## config.mk

```make
export PLATFORM = sky130hd
export DESIGN_NAME = usbit_top
export DESIGN_NICKNAME = d
export VERILOG_FILES = /design/src/usbit_pkg.sv /design/src/usbit_flag_if.sv /design/src/usbit_flags.sv /design/src/usbit_top.sv
export VERILOG_INCLUDE_DIRS = /design/src
export SDC_FILE = /design/constraint.sdc
export NUM_CORES = 1
export LEC_CHECK = 0
export BUFFER_PORTS_ARGS = -buffer_cell sky130_fd_sc_hd__buf_2
export CAP_MARGIN = 20
export CORE_ASPECT_RATIO = 1.2
export CORE_MARGIN = 8
export CORE_UTILIZATION = 35
export CTS_CLUSTER_DIAMETER = 150
export DETAILED_ROUTE_END_ITERATION = 10
export RECOVER_POWER = 25
export SLEW_MARGIN = 10
export SYNTH_ARGS = -nofsm -noshare
export SYNTH_HDL_FRONTEND = slang
export SYNTH_HIERARCHICAL = 1
export SYNTH_SLANG_ARGS = --single-unit
```

## constraint.sdc

```tcl
create_clock -name pclk -period 1.55 [get_ports pclk]
set_clock_uncertainty 0.05 [all_clocks]
set_input_delay 0.31 -clock pclk [delete_from_list [all_inputs] [get_ports pclk]]
set_output_delay 0.31 -clock pclk [all_outputs]
set_load 0.02 [all_outputs]
```

## src/usbit_defines.svh

```systemverilog
// Register offsets, field positions and reset values of the block
`ifndef USBIT_DEFINES_SVH
`define USBIT_DEFINES_SVH
`define USBIT_ADDR_W          12
`define USBIT_OFF_TX_FLAGS    12'h000
`define USBIT_OFF_RX_FLAGS    12'h004
`define USBIT_OFF_TX_EN       12'h008
`define USBIT_OFF_RX_EN       12'h00C
`define USBIT_OFF_COM_FLAGS   12'h010
`define USBIT_OFF_COM_EN      12'h014
`define USBIT_OFF_FRAME       12'h018
`define USBIT_OFF_SELECT      12'h01C
`define USBIT_OFF_TEST        12'h020
`define USBIT_OFF_POWER       12'h024
`define USBIT_OFF_CTRL        12'h028
`define USBIT_EP_W            5
`define USBIT_COM_W           8
`define USBIT_FRAME_W         11
`define USBIT_SEL_W           4
`define USBIT_TX_EN_RST       5'h1F
`define USBIT_RX_EN_RST       5'h1E
`define USBIT_RX_EP_MASK      5'h1E
`define USBIT_COM_EN_RST      8'h06
`define USBIT_COM_SUSPEND     0
`define USBIT_COM_RESUME      1
`define USBIT_COM_BUS_RESET   2
`define USBIT_COM_SOF         3
`define USBIT_COM_ATTACH      4
`define USBIT_COM_DISCONNECT_FLAG      5
`define USBIT_COM_SESS_REQ    6
`define USBIT_COM_VBUS_ERR    7
`define USBIT_TST_IDLE_NAK    0
`define USBIT_TST_J           1
`define USBIT_TST_K           2
`define USBIT_TST_PACKET      3
`define USBIT_TST_HS          4
`define USBIT_TST_FS          5
`define USBIT_TST_LOOPBACK    6
`define USBIT_TST_HOST        7
`define USBIT_TST_RW_MASK     8'hBF
`define USBIT_PWR_SUSP_OE     0
`define USBIT_PWR_SUSP_MODE   1
`define USBIT_PWR_RESUME      2
`define USBIT_CTRL_DIRECT     0
`endif

```

## src/usbit_pkg.sv

```systemverilog
// Types shared by the interrupt, index and test-mode block
package usbit_pkg;
  typedef enum logic [1:0] {
    USBIT_SPD_NEGOTIATE,
    USBIT_SPD_HIGH,
    USBIT_SPD_FULL
  } usbit_speed_t;
endpackage

```

## src/usbit_flag_if.sv

```systemverilog
// Carrier between the register file and one sticky flag bank
`timescale 1ns/10ps
`default_nettype none
interface usbit_flag_if #(parameter int W = 8);
  logic [W-1:0] set_evt;
  logic [W-1:0] clr_mask;
  logic [W-1:0] flags;
  modport src  (output set_evt, output clr_mask, input flags);
  modport bank (input set_evt, input clr_mask, output flags);
endinterface
`default_nettype wire

```

## src/usbit_flags.sv

```systemverilog
// Sticky event flag bank, cleared by read, set wins over clear
`timescale 1ns/10ps
`default_nettype none
module usbit_flags #(
  parameter int W = 8
) (
  input  wire logic pclk,
  input  wire logic presetn,
  usbit_flag_if.bank fi
);
  logic [W-1:0] next_flags;

  // Only bits seen by the read are cleared, so late events survive
  always_comb begin
    next_flags = (fi.flags & ~fi.clr_mask) | fi.set_evt;
  end

  always_ff @(posedge pclk or negedge presetn) begin
    if (!presetn) begin
      fi.flags <= '0;
    end else begin
      fi.flags <= next_flags;
    end
  end
endmodule
`default_nettype wire

```

## src/usbit_top.sv

```systemverilog
// Interrupt flags, frame capture, endpoint index and test-mode control
//
// Functional notes
// - Suspend output driven only when enabled
// - Suspend status set on entry, cleared by read/resume
// - Transmit flags: endpoint 0 plus tx 1-4
// - Receive flags: rx endpoints 1-4, bit0 zero
// - Transmit enables, five bits, reset to one
// - Receive enables bits 1-4, reset to one
// - Reading common flags clears active flags
// - Bus power error flag as A device
// - Session request flag as A device
// - Disconnect on session end, connect in host
// - Start-of-frame flag on each new frame
// - Bus reset, resume, suspend event flags
// - Common enables, reset/resume enabled at reset
// - Frame register holds last frame number
// - Endpoint select picks indexed register set
// - Forced host mode held for session
// - Speed overrides apply on bus reset
// - Loopback bit moves ep0 packet, self-clears
// - Test packet repeated while bit set
// - Continuous K or J while bit set
// - Idle NAK test: high speed, NAK INs
`timescale 1ns/10ps
`default_nettype none
`include "usbit_defines.svh"
module usbit_top #(
  parameter int ADDR_W = `USBIT_ADDR_W
) (
  input  wire logic                    pclk,
  input  wire logic                    presetn,
  input  wire logic                    psel,
  input  wire logic                    penable,
  input  wire logic                    pwrite,
  input  wire logic [ADDR_W-1:0]       paddr,
  input  wire logic [31:0]             pwdata,
  output logic      [31:0]             prdata,
  output logic                         pready,
  output logic                         pslverr,
  input  wire logic [`USBIT_EP_W-1:0]  ep_tx_evt,
  input  wire logic [`USBIT_EP_W-2:0]  ep_rx_evt,
  input  wire logic                    ev_suspend,
  input  wire logic                    ev_resume,
  input  wire logic                    ev_bus_reset,
  input  wire logic                    ev_sof,
  input  wire logic [`USBIT_FRAME_W-1:0] sof_frame_num,
  input  wire logic                    ev_attach,
  input  wire logic                    ev_session_end,
  input  wire logic                    ev_session_req,
  input  wire logic                    vbus_valid_pin,
  input  wire logic                    session_active,
  input  wire logic                    a_device,
  input  wire logic                    host_detected,
  output logic                         irq,
  output logic                         suspend_mode_output,
  output logic [`USBIT_SEL_W-1:0]      endpoint_select,
  output logic                         host_mode,
  output usbit_pkg::usbit_speed_t      speed_sel,
  output logic                         ep0_loopback,
  output logic                         test_packet_mode,
  output logic                         drive_k,
  output logic                         drive_j,
  output logic                         idle_nak_test_mode,
  output logic                         direct_int_access
);
  localparam int EW = `USBIT_EP_W;
  localparam int CW = `USBIT_COM_W;
  localparam int FW = `USBIT_FRAME_W;
  localparam int SW = `USBIT_SEL_W;

  ////////////////////////////////////////////////////////////////////
  // Register state
  logic [EW-1:0] tx_endpoint_int_enables;
  logic [EW-1:0] rx_endpoint_int_enables;
  logic [CW-1:0] common_bus_event_enables;
  logic [FW-1:0] last_frame_count;
  logic [7:0]    compliance_test_control;
  logic          suspend_output_enable;
  logic          suspend_mode;
  logic          resume_req;
  logic          forced_host;
  logic          vbus_meta;
  logic          vbus_sync;
  logic          vbus_prev;
  logic          rd_com;
  logic          rd_tx;
  logic          rd_rx;
  logic          setup_ph;
  logic          access_ph;
  logic          wr_en;
  logic [CW-1:0] com_set;
  logic [ADDR_W-1:0] word_addr;

  usbit_flag_if #(.W(EW)) tx_fi ();
  usbit_flag_if #(.W(EW)) rx_fi ();
  usbit_flag_if #(.W(CW)) com_fi ();

  ////////////////////////////////////////////////////////////////////
  // Address decode
  function automatic logic is_mapped(input logic [ADDR_W-1:0] a);
    case (a)
      `USBIT_OFF_TX_FLAGS,
      `USBIT_OFF_RX_FLAGS,
      `USBIT_OFF_TX_EN,
      `USBIT_OFF_RX_EN,
      `USBIT_OFF_COM_FLAGS,
      `USBIT_OFF_COM_EN,
      `USBIT_OFF_FRAME,
      `USBIT_OFF_SELECT,
      `USBIT_OFF_TEST,
      `USBIT_OFF_POWER,
      `USBIT_OFF_CTRL: is_mapped = 1'b1;
      default: is_mapped = 1'b0;
    endcase
  endfunction

  function automatic logic hit(input logic [ADDR_W-1:0] a,
                               input logic [ADDR_W-1:0] off);
    hit = (a == off);
  endfunction

  assign word_addr = {paddr[ADDR_W-1:2], 2'b00};
  assign setup_ph  = psel & ~penable;
  assign access_ph = psel & penable;
  // Read data is staged in setup, so access never waits
  assign pready    = 1'b1;
  assign wr_en     = access_ph & pwrite;

  ////////////////////////////////////////////////////////////////////
  // APB read path
  logic [31:0] next_prdata;

  always_comb begin
    next_prdata = 32'h0000_0000;
    case (word_addr)
      `USBIT_OFF_TX_FLAGS: next_prdata[EW-1:0] = tx_fi.flags;
      `USBIT_OFF_RX_FLAGS: next_prdata[EW-1:0] =
        rx_fi.flags & `USBIT_RX_EP_MASK;
      `USBIT_OFF_TX_EN: next_prdata[EW-1:0] = tx_endpoint_int_enables;
      `USBIT_OFF_RX_EN: next_prdata[EW-1:0] = rx_endpoint_int_enables;
      `USBIT_OFF_COM_FLAGS: next_prdata[CW-1:0] = com_fi.flags;
      `USBIT_OFF_COM_EN: next_prdata[CW-1:0] = common_bus_event_enables;
      `USBIT_OFF_FRAME: next_prdata[FW-1:0] = last_frame_count;
      `USBIT_OFF_SELECT: next_prdata[SW-1:0] = endpoint_select;
      `USBIT_OFF_TEST: next_prdata[7:0] =
        compliance_test_control & `USBIT_TST_RW_MASK;
      `USBIT_OFF_POWER: begin
        next_prdata[`USBIT_PWR_SUSP_OE]   = suspend_output_enable;
        next_prdata[`USBIT_PWR_SUSP_MODE] = suspend_mode;
        next_prdata[`USBIT_PWR_RESUME]    = resume_req;
      end
      `USBIT_OFF_CTRL: next_prdata[`USBIT_CTRL_DIRECT] = direct_int_access;
      default: next_prdata = 32'h0000_0000;
    endcase
  end

  always_ff @(posedge pclk or negedge presetn) begin
    if (!presetn) begin
      prdata  <= 32'h0000_0000;
      pslverr <= 1'b0;
    end else if (setup_ph) begin
      prdata  <= pwrite ? 32'h0000_0000 : next_prdata;
      pslverr <= ~is_mapped(word_addr);
    end
  end

  ////////////////////////////////////////////////////////////////////
  // Read-to-clear strobes, taken at the completing access edge
  assign rd_tx  = access_ph & ~pwrite & hit(word_addr, `USBIT_OFF_TX_FLAGS);
  assign rd_rx  = access_ph & ~pwrite & hit(word_addr, `USBIT_OFF_RX_FLAGS);
  assign rd_com = access_ph & ~pwrite & hit(word_addr, `USBIT_OFF_COM_FLAGS);

  // Clear only what the read showed; a newer event stays pending
  assign tx_fi.clr_mask  = rd_tx ? prdata[EW-1:0] : '0;
  assign rx_fi.clr_mask  = rd_rx ? prdata[EW-1:0] : '0;
  assign com_fi.clr_mask = rd_com ? prdata[CW-1:0] : '0;

  assign tx_fi.set_evt = ep_tx_evt;
  assign rx_fi.set_evt = {ep_rx_evt, 1'b0};
  assign com_fi.set_evt = com_set;

  usbit_flags #(.W(EW)) u_tx_flags (
    .pclk    (pclk),
    .presetn (presetn),
    .fi      (tx_fi)
  );

  usbit_flags #(.W(EW)) u_rx_flags (
    .pclk    (pclk),
    .presetn (presetn),
    .fi      (rx_fi)
  );

  usbit_flags #(.W(CW)) u_com_flags (
    .pclk    (pclk),
    .presetn (presetn),
    .fi      (com_fi)
  );

  ////////////////////////////////////////////////////////////////////
  // Bus supply pin synchroniser
  always_ff @(posedge pclk or negedge presetn) begin
    if (!presetn) begin
      vbus_meta <= 1'b0;
      vbus_sync <= 1'b0;
      vbus_prev <= 1'b0;
    end else begin
      vbus_meta <= vbus_valid_pin;
      vbus_sync <= vbus_meta;
      vbus_prev <= vbus_sync;
    end
  end

  ////////////////////////////////////////////////////////////////////
  // Common event sources
  always_comb begin
    com_set = '0;
    com_set[`USBIT_COM_SUSPEND]   = ev_suspend;
    com_set[`USBIT_COM_RESUME]    = ev_resume & suspend_mode;
    com_set[`USBIT_COM_BUS_RESET] = ev_bus_reset;
    com_set[`USBIT_COM_SOF]       = ev_sof;
    com_set[`USBIT_COM_ATTACH]    = ev_attach & host_mode;
    com_set[`USBIT_COM_DISCONNECT_FLAG]    = ev_session_end;
    com_set[`USBIT_COM_SESS_REQ]  = ev_session_req & a_device;
    com_set[`USBIT_COM_VBUS_ERR]  =
      vbus_prev & ~vbus_sync & session_active & a_device;
  end

  ////////////////////////////////////////////////////////////////////
  // Enable registers
  always_ff @(posedge pclk or negedge presetn) begin
    if (!presetn) begin
      tx_endpoint_int_enables <= `USBIT_TX_EN_RST;
      rx_endpoint_int_enables <= `USBIT_RX_EN_RST;
      common_bus_event_enables <= `USBIT_COM_EN_RST;
    end else if (wr_en) begin
      if (hit(word_addr, `USBIT_OFF_TX_EN)) begin
        tx_endpoint_int_enables <= pwdata[EW-1:0];
      end
      if (hit(word_addr, `USBIT_OFF_RX_EN)) begin
        rx_endpoint_int_enables <=
          pwdata[EW-1:0] & `USBIT_RX_EP_MASK;
      end
      if (hit(word_addr, `USBIT_OFF_COM_EN)) begin
        common_bus_event_enables <= pwdata[CW-1:0];
      end
    end
  end

  // One request line for the whole block
  assign irq = |(tx_fi.flags & tx_endpoint_int_enables) |
               |(rx_fi.flags & rx_endpoint_int_enables) |
               |(com_fi.flags & common_bus_event_enables);

  ////////////////////////////////////////////////////////////////////
  // Frame number capture
  always_ff @(posedge pclk or negedge presetn) begin
    if (!presetn) begin
      last_frame_count <= '0;
    end else if (ev_sof) begin
      last_frame_count <= sof_frame_num;
    end
  end

  ////////////////////////////////////////////////////////////////////
  // Endpoint select and controller control
  always_ff @(posedge pclk or negedge presetn) begin
    if (!presetn) begin
      endpoint_select <= '0;
    end else if (wr_en && hit(word_addr, `USBIT_OFF_SELECT)) begin
      endpoint_select <= pwdata[SW-1:0];
    end
  end

  // Wrappers live elsewhere; this bit only tells them to stand aside
  always_ff @(posedge pclk or negedge presetn) begin
    if (!presetn) begin
      direct_int_access <= 1'b0;
    end else if (wr_en && hit(word_addr, `USBIT_OFF_CTRL)) begin
      direct_int_access <= pwdata[`USBIT_CTRL_DIRECT];
    end
  end

  ////////////////////////////////////////////////////////////////////
  // Power control and suspend status
  always_ff @(posedge pclk or negedge presetn) begin
    if (!presetn) begin
      suspend_output_enable <= 1'b0;
      resume_req            <= 1'b0;
    end else if (wr_en && hit(word_addr, `USBIT_OFF_POWER)) begin
      suspend_output_enable <= pwdata[`USBIT_PWR_SUSP_OE];
      resume_req            <= pwdata[`USBIT_PWR_RESUME];
    end
  end

  // Entry into suspend wins over a clear in the same cycle
  always_ff @(posedge pclk or negedge presetn) begin
    if (!presetn) begin
      suspend_mode <= 1'b0;
    end else if (ev_suspend) begin
      suspend_mode <= 1'b1;
    end else if (rd_com || (wr_en && hit(word_addr, `USBIT_OFF_POWER)
                 && pwdata[`USBIT_PWR_RESUME])) begin
      suspend_mode <= 1'b0;
    end
  end

  assign suspend_mode_output = suspend_output_enable & suspend_mode;

  ////////////////////////////////////////////////////////////////////
  // Test mode register
  logic next_loopback;

  assign next_loopback = wr_en & hit(word_addr, `USBIT_OFF_TEST) &
                         pwdata[`USBIT_TST_LOOPBACK];

  always_ff @(posedge pclk or negedge presetn) begin
    if (!presetn) begin
      compliance_test_control <= 8'h00;
    end else if (wr_en && hit(word_addr, `USBIT_OFF_TEST)) begin
      compliance_test_control <= pwdata[7:0] & `USBIT_TST_RW_MASK;
    end
  end

  // Write-only bit: a single pulse, never stored
  always_ff @(posedge pclk or negedge presetn) begin
    if (!presetn) begin
      ep0_loopback <= 1'b0;
    end else begin
      ep0_loopback <= next_loopback;
    end
  end

  assign test_packet_mode =
    compliance_test_control[`USBIT_TST_PACKET];
  // K takes precedence if software sets both
  assign drive_k = compliance_test_control[`USBIT_TST_K];
  assign drive_j = compliance_test_control[`USBIT_TST_J] &
                   ~compliance_test_control[`USBIT_TST_K];
  assign idle_nak_test_mode =
    compliance_test_control[`USBIT_TST_IDLE_NAK];

  ////////////////////////////////////////////////////////////////////
  // Forced host mode, held until the session ends
  always_ff @(posedge pclk or negedge presetn) begin
    if (!presetn) begin
      forced_host <= 1'b0;
    end else if (!session_active) begin
      forced_host <= 1'b0;
    end else if (compliance_test_control[`USBIT_TST_HOST]) begin
      forced_host <= 1'b1;
    end
  end

  assign host_mode = host_detected | forced_host;

  ////////////////////////////////////////////////////////////////////
  // Speed selection
  logic                    forced_host_prev;
  usbit_pkg::usbit_speed_t next_speed;

  always_comb begin
    if (compliance_test_control[`USBIT_TST_FS]) begin
      next_speed = usbit_pkg::USBIT_SPD_FULL;
    end else if (compliance_test_control[`USBIT_TST_HS] ||
                 idle_nak_test_mode) begin
      next_speed = usbit_pkg::USBIT_SPD_HIGH;
    end else begin
      next_speed = usbit_pkg::USBIT_SPD_NEGOTIATE;
    end
  end

  always_ff @(posedge pclk or negedge presetn) begin
    if (!presetn) begin
      forced_host_prev <= 1'b0;
      speed_sel        <= usbit_pkg::USBIT_SPD_NEGOTIATE;
    end else begin
      forced_host_prev <= forced_host;
      if (ev_bus_reset || (forced_host && !forced_host_prev)) begin
        speed_sel <= next_speed;
      end else if (idle_nak_test_mode) begin
        speed_sel <= usbit_pkg::USBIT_SPD_HIGH;
      end
    end
  end
endmodule
`default_nettype wire

```

==> Flow_metrics.wiki, run 1 <==
{| class="wikitable"
! Metric !! Value
|-
| Area added between synthesis and finish || 46.4%
|-
| Capturing element type of the critical path || output pin
|-
| Met3 wirelength from detailed routing || 647 um
|-
| Post-route worst setup slack || -0.544 ns
|-
| Residual antenna-violating net count after detailed routing || 0
|-
| Class of the worst hold path || primary input to flop
|-
| DR WL/cell || 19.4 um
|-
| Largest net degree at the start of global routing || 35
|-
| Latest clock arrival within the worst-skew pair || 0.34 ns
|-
| Max-slew violations || 0
|-
| Critical path data required time || 1.19 ns
|-
| LEAKAGE || 0.00283 uW
|-
| Layout cell share with drive strength beyond 1 || 57.4%
|-
| Starting density of the core || 35.8%
|-
| Via Count || 3478
|-
| Nets || 619
|-
| Cell Count Post-Placement || 672
|-
| Placer's final routability congestion estimate || 0.932
|-
| Violated checks || negative setup slack
|-
| Avg Vias per Cell || 4.96
|-
| Clock-pin slew reported for the worst setup and hold paths after clock tree synthesis || 0.06 ns
|-
| Avg Cell Area, Syn || 11.3 um^2
|-
| Antenna violations before repair || 0
|-
| Number of cells in the finished layout apart from fillers || 701
|-
| Total Wirelength || 13600 um
|-
| Total length of routed met2 wires || 6950 um
|-
| Commonest non-fill, non-tap cell in the layout || sky130_fd_sc_hd__buf_4
|-
| RSZ-0062 raised after global routing || yes
|-
| Count of input and output buffers || 80
|-
| Data arrival time at the worst-slack endpoint || 1.73 ns
|-
| Remaining routing DRC violations || 0
|-
| Number of global-route vias before repair || 3832
|-
| Clock root cell || sky130_fd_sc_hd__clkbuf_16
|-
| Final std cell area, no fill || 6060 um^2
|-
| Max-cap violations || 0
|-
| CTS tree || built
|-
| DP Wirelength || 10700 um
|-
| Pre-CTS setup slack || -0.487 ns
|-
| Overall routing resource usage || 17.8%
|-
| Num CTS Buffers || 9
|-
| Post-layout util || 52.4%
|-
| Metal1 wirelength || 5800 um
|-
| Status || finished, violations left
|-
| Level count of the clock H-tree || 3
|-
| Tightest slew margin relative to the limit || 41.5%
|-
| Critical Path Source Type || flop
|-
| Peak Freq || 478 MHz
|-
| Worst Hold Path EP || vbus_meta$_DFF_PN0_
|-
| Number of top-level design ports || 129
|-
| Maximum buffer depth of the clock tree || 2
|-
| Critical path start-end classification || flop to output pin
|-
| Setup violation total in the final timing report || 32
|-
| Global-route wire length before repair || 21100 um
|-
| Antenna fix cells || 0
|-
| Commonest cells after routing, fill and taps aside || sky130_fd_sc_hd__buf_4 (81), sky130_fd_sc_hd__buf_2 (71), sky130_fd_sc_hd__dfrtp_1 (69), sky130_fd_sc_hd__mux2_2 (38), sky130_fd_sc_hd__conb_1 (22)
|-
| Worst reg-to-reg path cell count || 6
|-
| Endpoint of the worst register-to-register path || prdata[0]$_DFFE_PN0P_
|-
| RR Startpoint || u_tx_flags/fi.flags[0]$_DFF_PN0_
|-
| Final critical delay including setup and external delays || 2.09 ns
|-
| Initial DRT Pass Iterations || 4
|-
| Peak supply drop || 0.000521 V
|-
| Maximum fanout count along the critical path || 2
|-
| Chip width || 115 um
|-
| Power per Cell Area || 821 nW/um^2
|-
| Hold Path Stages || 1
|-
| Measured slew at the worst slew-check pin || 0.878 ns
|-
| Summed instance area of the synthesized netlist || 4140 um^2
|-
| Cell Area, Placed || 5340 um^2
|-
| Leftover overflow at the end of global routing || 0
|-
| Core region area || 11600 um^2
|-
| Site Rows || 43
|-
| Top layer reached by signal wires || met4
|-
| Area of the die || 15600 um^2
|-
| Post-route clock period utilization || 135%
|-
| Number of DRC markers after the initial detailed-route iteration || 205
|-
| Hold violation total from the final report || 0
|-
| CTS sink count || 80
|-
| Gate count of the mapped netlist || 367
|-
| Min-Delay Startpoint || vbus_valid_pin
|-
| Die Y-Extent || 135 um
|-
| Flop-to-flop setup slack || -0.01 ns
|-
| Total of warnings raised by yosys || 6
|-
| Power Total || 4970 uW
|}
[power breakdown]
| group | internal, uW | switching [uW] | total [uW] |
|---|---|---|---|
| sequential | 2130 | 25.9 | 2160 |
| clock | 1410 | 853 | 2260 |
| combinational | 239 | 310 | 549 |
| total | 3780 | 1190 | 4970 |
[worst max-delay path, stage by stage (launching register included)]
cell                       delay (ns)
sky130_fd_sc_hd__dfrtp_1         0.39
sky130_fd_sc_hd__a22oi_1         0.19
sky130_fd_sc_hd__buf_4           0.16
sky130_fd_sc_hd__nand2_2         0.06
sky130_fd_sc_hd__a221oi_4        0.23
sky130_fd_sc_hd__buf_6           0.15
sky130_fd_sc_hd__nand3_4         0.06
sky130_fd_sc_hd__buf_6           0.16
[sequential cells by signal, indices dropped and copies added (netlist names), 2 cells and up]
name,cells
u_tx_flags/fi.flags,5
prdata,11
tx_endpoint_int_enables,5
u_rx_flags/fi.flags,4
endpoint_select,4
u_com_flags/fi.flags,8
speed_sel,2
last_frame_count,11
rx_endpoint_int_enables,4
compliance_test_control,7
common_bus_event_enables,8
[timing repair]
item                       in CTS  in global routing
setup endpoints to repair      53                 56
pin swaps                      17                 21
setup buffers                   5                 10
hold endpoints to repair       19                  0
hold buffers                    1                  0
resized for setup              37                 52
[cell type report]
cell class,instances,area [um^2]
fill,1086,5510
multi-input combinational,251,2200
sequential,80,2020
timing repair buffer,176,1240
clock buffer,9,225
tap,157,196
clock inverter,7,96.3
inverter,21,78.8
[per-layer routing]
metal / up-vias / global-route usage [%]
met5: - / 0
met1: 1751 / 21.9
met4: 0 / 5.78
met2: 87 / 30.5
li1: 1629 / -
met3: 11 / 3.53
[worst max-delay path by stage]
stage | start | end | slack, ns | depth (start not counted)
final | u_rx_flags/fi.flags[1]$_DFF_PN0_ | irq | -0.54 | 7
after global routing | u_rx_flags/fi.flags[1]$_DFF_PN0_ | irq | -0.64 | 7
after CTS | u_tx_flags/fi.flags[0]$_DFF_PN0_ | irq | -0.60 | 7
after detailed placement | paddr[3] | prdata[8]$_DFFE_PN0P_ | -0.49 | 9
after global placement | paddr[3] | prdata[0]$_DFFE_PN0P_ | -0.48 | 9
after floorplan | paddr[8] | u_tx_flags/fi.flags[4]$_DFF_PN0_ | -0.34 | 7
[metrics by stage]
stage / setup TNS (ns) / hold slack, ns
global route: -4.48 / 0.0226
detailed placement: -25.59 / 0.233
floorplan: -9.62 / -0.0356
finish: -2.03 / 0.0296
CTS: -1.50 / 0.0126
global placement: -25.52 / 0.231
Power figures use the tool's default switching activity.
==> run 2, diff against run 1 <==
--- a/config.mk
+++ b/config.mk
@@ -7,12 +7,14 @@
 export NUM_CORES = 1
 export LEC_CHECK = 0
 export BUFFER_PORTS_ARGS = -buffer_cell sky130_fd_sc_hd__buf_2
-export CAP_MARGIN = 20
+export CELL_PAD_IN_SITES_DETAIL_PLACEMENT = 0
+export CELL_PAD_IN_SITES_GLOBAL_PLACEMENT = 2
 export CORE_ASPECT_RATIO = 1.2
 export CORE_MARGIN = 8
-export CORE_UTILIZATION = 35
+export CORE_UTILIZATION = 32
 export CTS_CLUSTER_DIAMETER = 150
 export DETAILED_ROUTE_END_ITERATION = 10
+export PLACE_DENSITY_LB_ADDON = 0.1
 export RECOVER_POWER = 25
 export SLEW_MARGIN = 10
 export SYNTH_ARGS = -nofsm -noshare
==> run 2 against run 1 <==
Against the previous run: the flow still finishes with violations (negative setup slack); first-iteration DRC count fell by 20%; core utilization fell by 3.2 points; global-route usage rose by 0.70 points; hold slack got worse by 0.011 ns; cell area rose by 2.9%; cell count rose by 2.1%; via count rose by 2.4%; sequential power barely moved; critical path depth fell by 2; combinational power rose by 6.7%; worst setup slack improved by 0.095 ns; critical path type unchanged; critical endpoint unchanged; largest cell class unchanged; largest power group unchanged; highest routed layer unchanged.
==> Flow_metrics.wiki, run 2 (synthesis gave the netlist of run 1 again) <==
{| class="wikitable"
! Metric !! Value
|-
| Status || finished, violations left
|-
| Violated checks || negative setup slack
|-
| Via Count || 3562 (+2.4%)
|-
| Count of input and output buffers || 80 (unchanged)
|-
| Peak Freq || 500 MHz (+4.8%)
|-
| Placer's final routability congestion estimate || 0.885 (-5.0%)
|-
| Worst setup startpoint || common_bus_event_enables[4]$_DFFE_PN0P_
|-
| Area of the die || 16800 um^2 (+8.1%)
|-
| Commonest cells after routing, fill and taps aside || sky130_fd_sc_hd__buf_4 (85), sky130_fd_sc_hd__buf_2 (70), sky130_fd_sc_hd__dfrtp_1 (69), sky130_fd_sc_hd__mux2_2 (36), sky130_fd_sc_hd__conb_1 (22)
|-
| Setup violation total in the final timing report || 53 (+66%)
|-
| CTS sink count || 80 (unchanged)
|-
| Die Y-Extent || 141 um (+4.0%)
|-
| Core region area || 12700 um^2 (+9.5%)
|-
| Max-slew violations || 0 (unchanged)
|-
| Avg Vias per Cell || 4.97 (+0.27%)
|-
| Post-route clock period utilization || 129% (-6.2 points)
|-
| Area added between synthesis and finish || 50.6%
|-
| Number of DRC markers after the initial detailed-route iteration || 165 (-20%)
|-
| CTS tree || built
|-
| Leftover overflow at the end of global routing || 0 (unchanged)
|-
| Critical path start-end classification || flop to output pin
|-
| Number of top-level design ports || 129 (unchanged)
|-
| LEAKAGE || 0.00288 uW (+1.8%)
|-
| Post-route worst setup slack || -0.448 ns (+0.0953 ns)
|-
| Initial DRT Pass Iterations || 4 (unchanged)
|-
| Number of global-route vias before repair || 3930 (+2.6%)
|-
| Cell Area, Placed || 5380 um^2 (+0.68%)
|-
| Cell Count Post-Placement || 681 (+1.3%)
|-
| Peak supply drop || 0.000433 V (-17%)
|-
| Clock root cell || sky130_fd_sc_hd__clkbuf_16
|-
| Class of the worst hold path || primary input to flop
|-
| Site Rows || 45 (+4.7%)
|-
| Fill cell instance count of the final layout || 1248 (+15%)
|-
| Min-Delay Startpoint || vbus_valid_pin
|-
| Latest clock arrival within the worst-skew pair || 0.34 ns (about the same)
|-
| Largest net degree at the start of global routing || 34 (-2.9%)
|-
| Nets || 627 (+1.3%)
|-
| Global-route wire length before repair || 23400 um (+11%)
|-
| Max-cap violations || 0 (unchanged)
|-
| Worst hold margin || 0.0191 ns (-0.0105 ns)
|-
| Maximum fanout count along the critical path || 2 (unchanged)
|-
| Tightest slew margin relative to the limit || 40.2% (-1.2 points)
|-
| Remaining routing DRC violations || 0 (unchanged)
|-
| Layout cell share with drive strength beyond 1 || 62.1% (+4.8 points)
|-
| Clock-pin slew reported for the worst setup and hold paths after clock tree synthesis || 0.06 ns (about the same)
|-
| Critical path data required time || 1.19 ns (about the same)
|-
| Level count of the clock H-tree || 3 (unchanged)
|-
| Power per Cell Area || 788 nW/um^2 (-4.0%)
|-
| Data arrival time at the worst-slack endpoint || 1.64 ns (-0.09 ns)
|-
| Capturing element type of the critical path || output pin
|-
| Total Wirelength || 15300 um (+13%)
|-
| Starting density of the core || 32.7% (-3.1 points)
|-
| RR Startpoint || rx_endpoint_int_enables[1]$_DFFE_PN1P_
|-
| Final std cell area, no fill || 6230 um^2 (+2.9%)
|-
| Commonest non-fill, non-tap cell in the layout || sky130_fd_sc_hd__buf_4
|-
| Setup TNS || -3.09 ns (-1.06 ns)
|-
| Chip width || 120 um (+3.9%)
|-
| Num CTS Buffers || 9 (unchanged)
|-
| Measured slew at the worst slew-check pin || 0.896 ns (+0.0181 ns)
|-
| Maximum buffer depth of the clock tree || 2 (unchanged)
|-
| Residual antenna-violating net count after detailed routing || 0 (unchanged)
|-
| Hold violation total from the final report || 0 (unchanged)
|-
| DP Wirelength || 11700 um (+9.5%)
|-
| RSZ-0062 raised after global routing || yes
|-
| DR WL/cell || 21.4 um (+10%)
|-
| Final critical delay including setup and external delays || 2.00 ns (-0.0953 ns)
|-
| Antenna fix cells || 0 (unchanged)
|-
| Registers with the most flip-flops || last_frame_count: 11 flops, prdata: 11 flops
|-
| Antenna violations before repair || 0 (unchanged)
|-
| Overall routing resource usage || 18.5% (+0.70 points)
|-
| Critical Path Source Type || flop
|-
| Number of cells in the finished layout apart from fillers || 716 (+2.1%)
|}
-- run 2: cell count changes in the layout (fill, tap and decap cells not counted), sizes merged --
cell / delta
buf: +8
clkbuf: +2
clkinv: -2
bufinv: -1
inv: +1
-- run 2: area by class of cell --
class	count	area (um^2)	share of cell area, %
Clock buffer	11	243	3.90
Clock inverter	5	53.8	0.863
Inverter	21	78.8	1.27
Multi-Input combinational cell	251	2300	36.9
Sequential cell	80	2020	32.3
Tap cell	164	205	3.29
Timing Repair Buffer	184	1340	21.4
-- run 2: final timing paths --
check / depth (start not counted) / end / slack [ns]
max: 5 / irq / -0.45
min: 1 / vbus_meta$_DFF_PN0_ / 0.02
max reg2reg: 6 / prdata[1]$_DFFE_PN0P_ / -0.02
min reg2reg: 0 / vbus_sync$_DFF_PN0_ / 0.31
max in group asynchronous: 3 / tx_endpoint_int_enables[3]$_DFFE_PN1P_ / 0.39
min in group asynchronous: 2 / last_frame_count[9]$_DFFE_PN0P_ / 0.42
-- run 2: through the flow --
step	total power, uW	utilization [%]	worst slack [ns]
floorplan	2460	-	-0.343
global placement	2720	42.5	-0.529
CTS	4950	47.9	-0.487
detailed placement	2720	42.5	-0.545
global route	5090	49.2	-0.518
finish	4910	49.2	-0.448
-- run 2: repair_timing --
item / 4_1_cts / 5_1_grt
resized for setup: 69 / 50
pin swaps: 40 / 25
hold buffers: 1 / 0
setup buffers: 15 / 5
endpoints found under the setup margin: 49 / 62
hold endpoints to repair: 15 / 0
-- run 2: layer usage --
| layer | global-route usage [%] | part of all wire (%) | wire length, um |
|---|---|---|---|
| met5 | 0 | 0 | 0 |
| met2 | 29.9 | 49 | 7500 |
| met3 | 3.42 | 4.0 | 617 |
| met4 | 10.2 | 4.0 | 607 |
| met1 | 22.8 | 43 | 6590 |
-- run 2: critical path: stages, from the launching register on --
cell	delay (ns)
sky130_fd_sc_hd__dfrtp_1	0.38
sky130_fd_sc_hd__a22o_1	0.25
sky130_fd_sc_hd__a221oi_2	0.21
sky130_fd_sc_hd__and3_1	0.21
sky130_fd_sc_hd__nand3_2	0.09
sky130_fd_sc_hd__buf_6	0.16
-- run 2: report_power, final --
group	internal, uW	switching [uW]	leakage, uW
combinational	252	334	0.00179
clock	1290	875	0.000150
sequential	2130	26.8	0.000949
total	3670	1240	0.00288
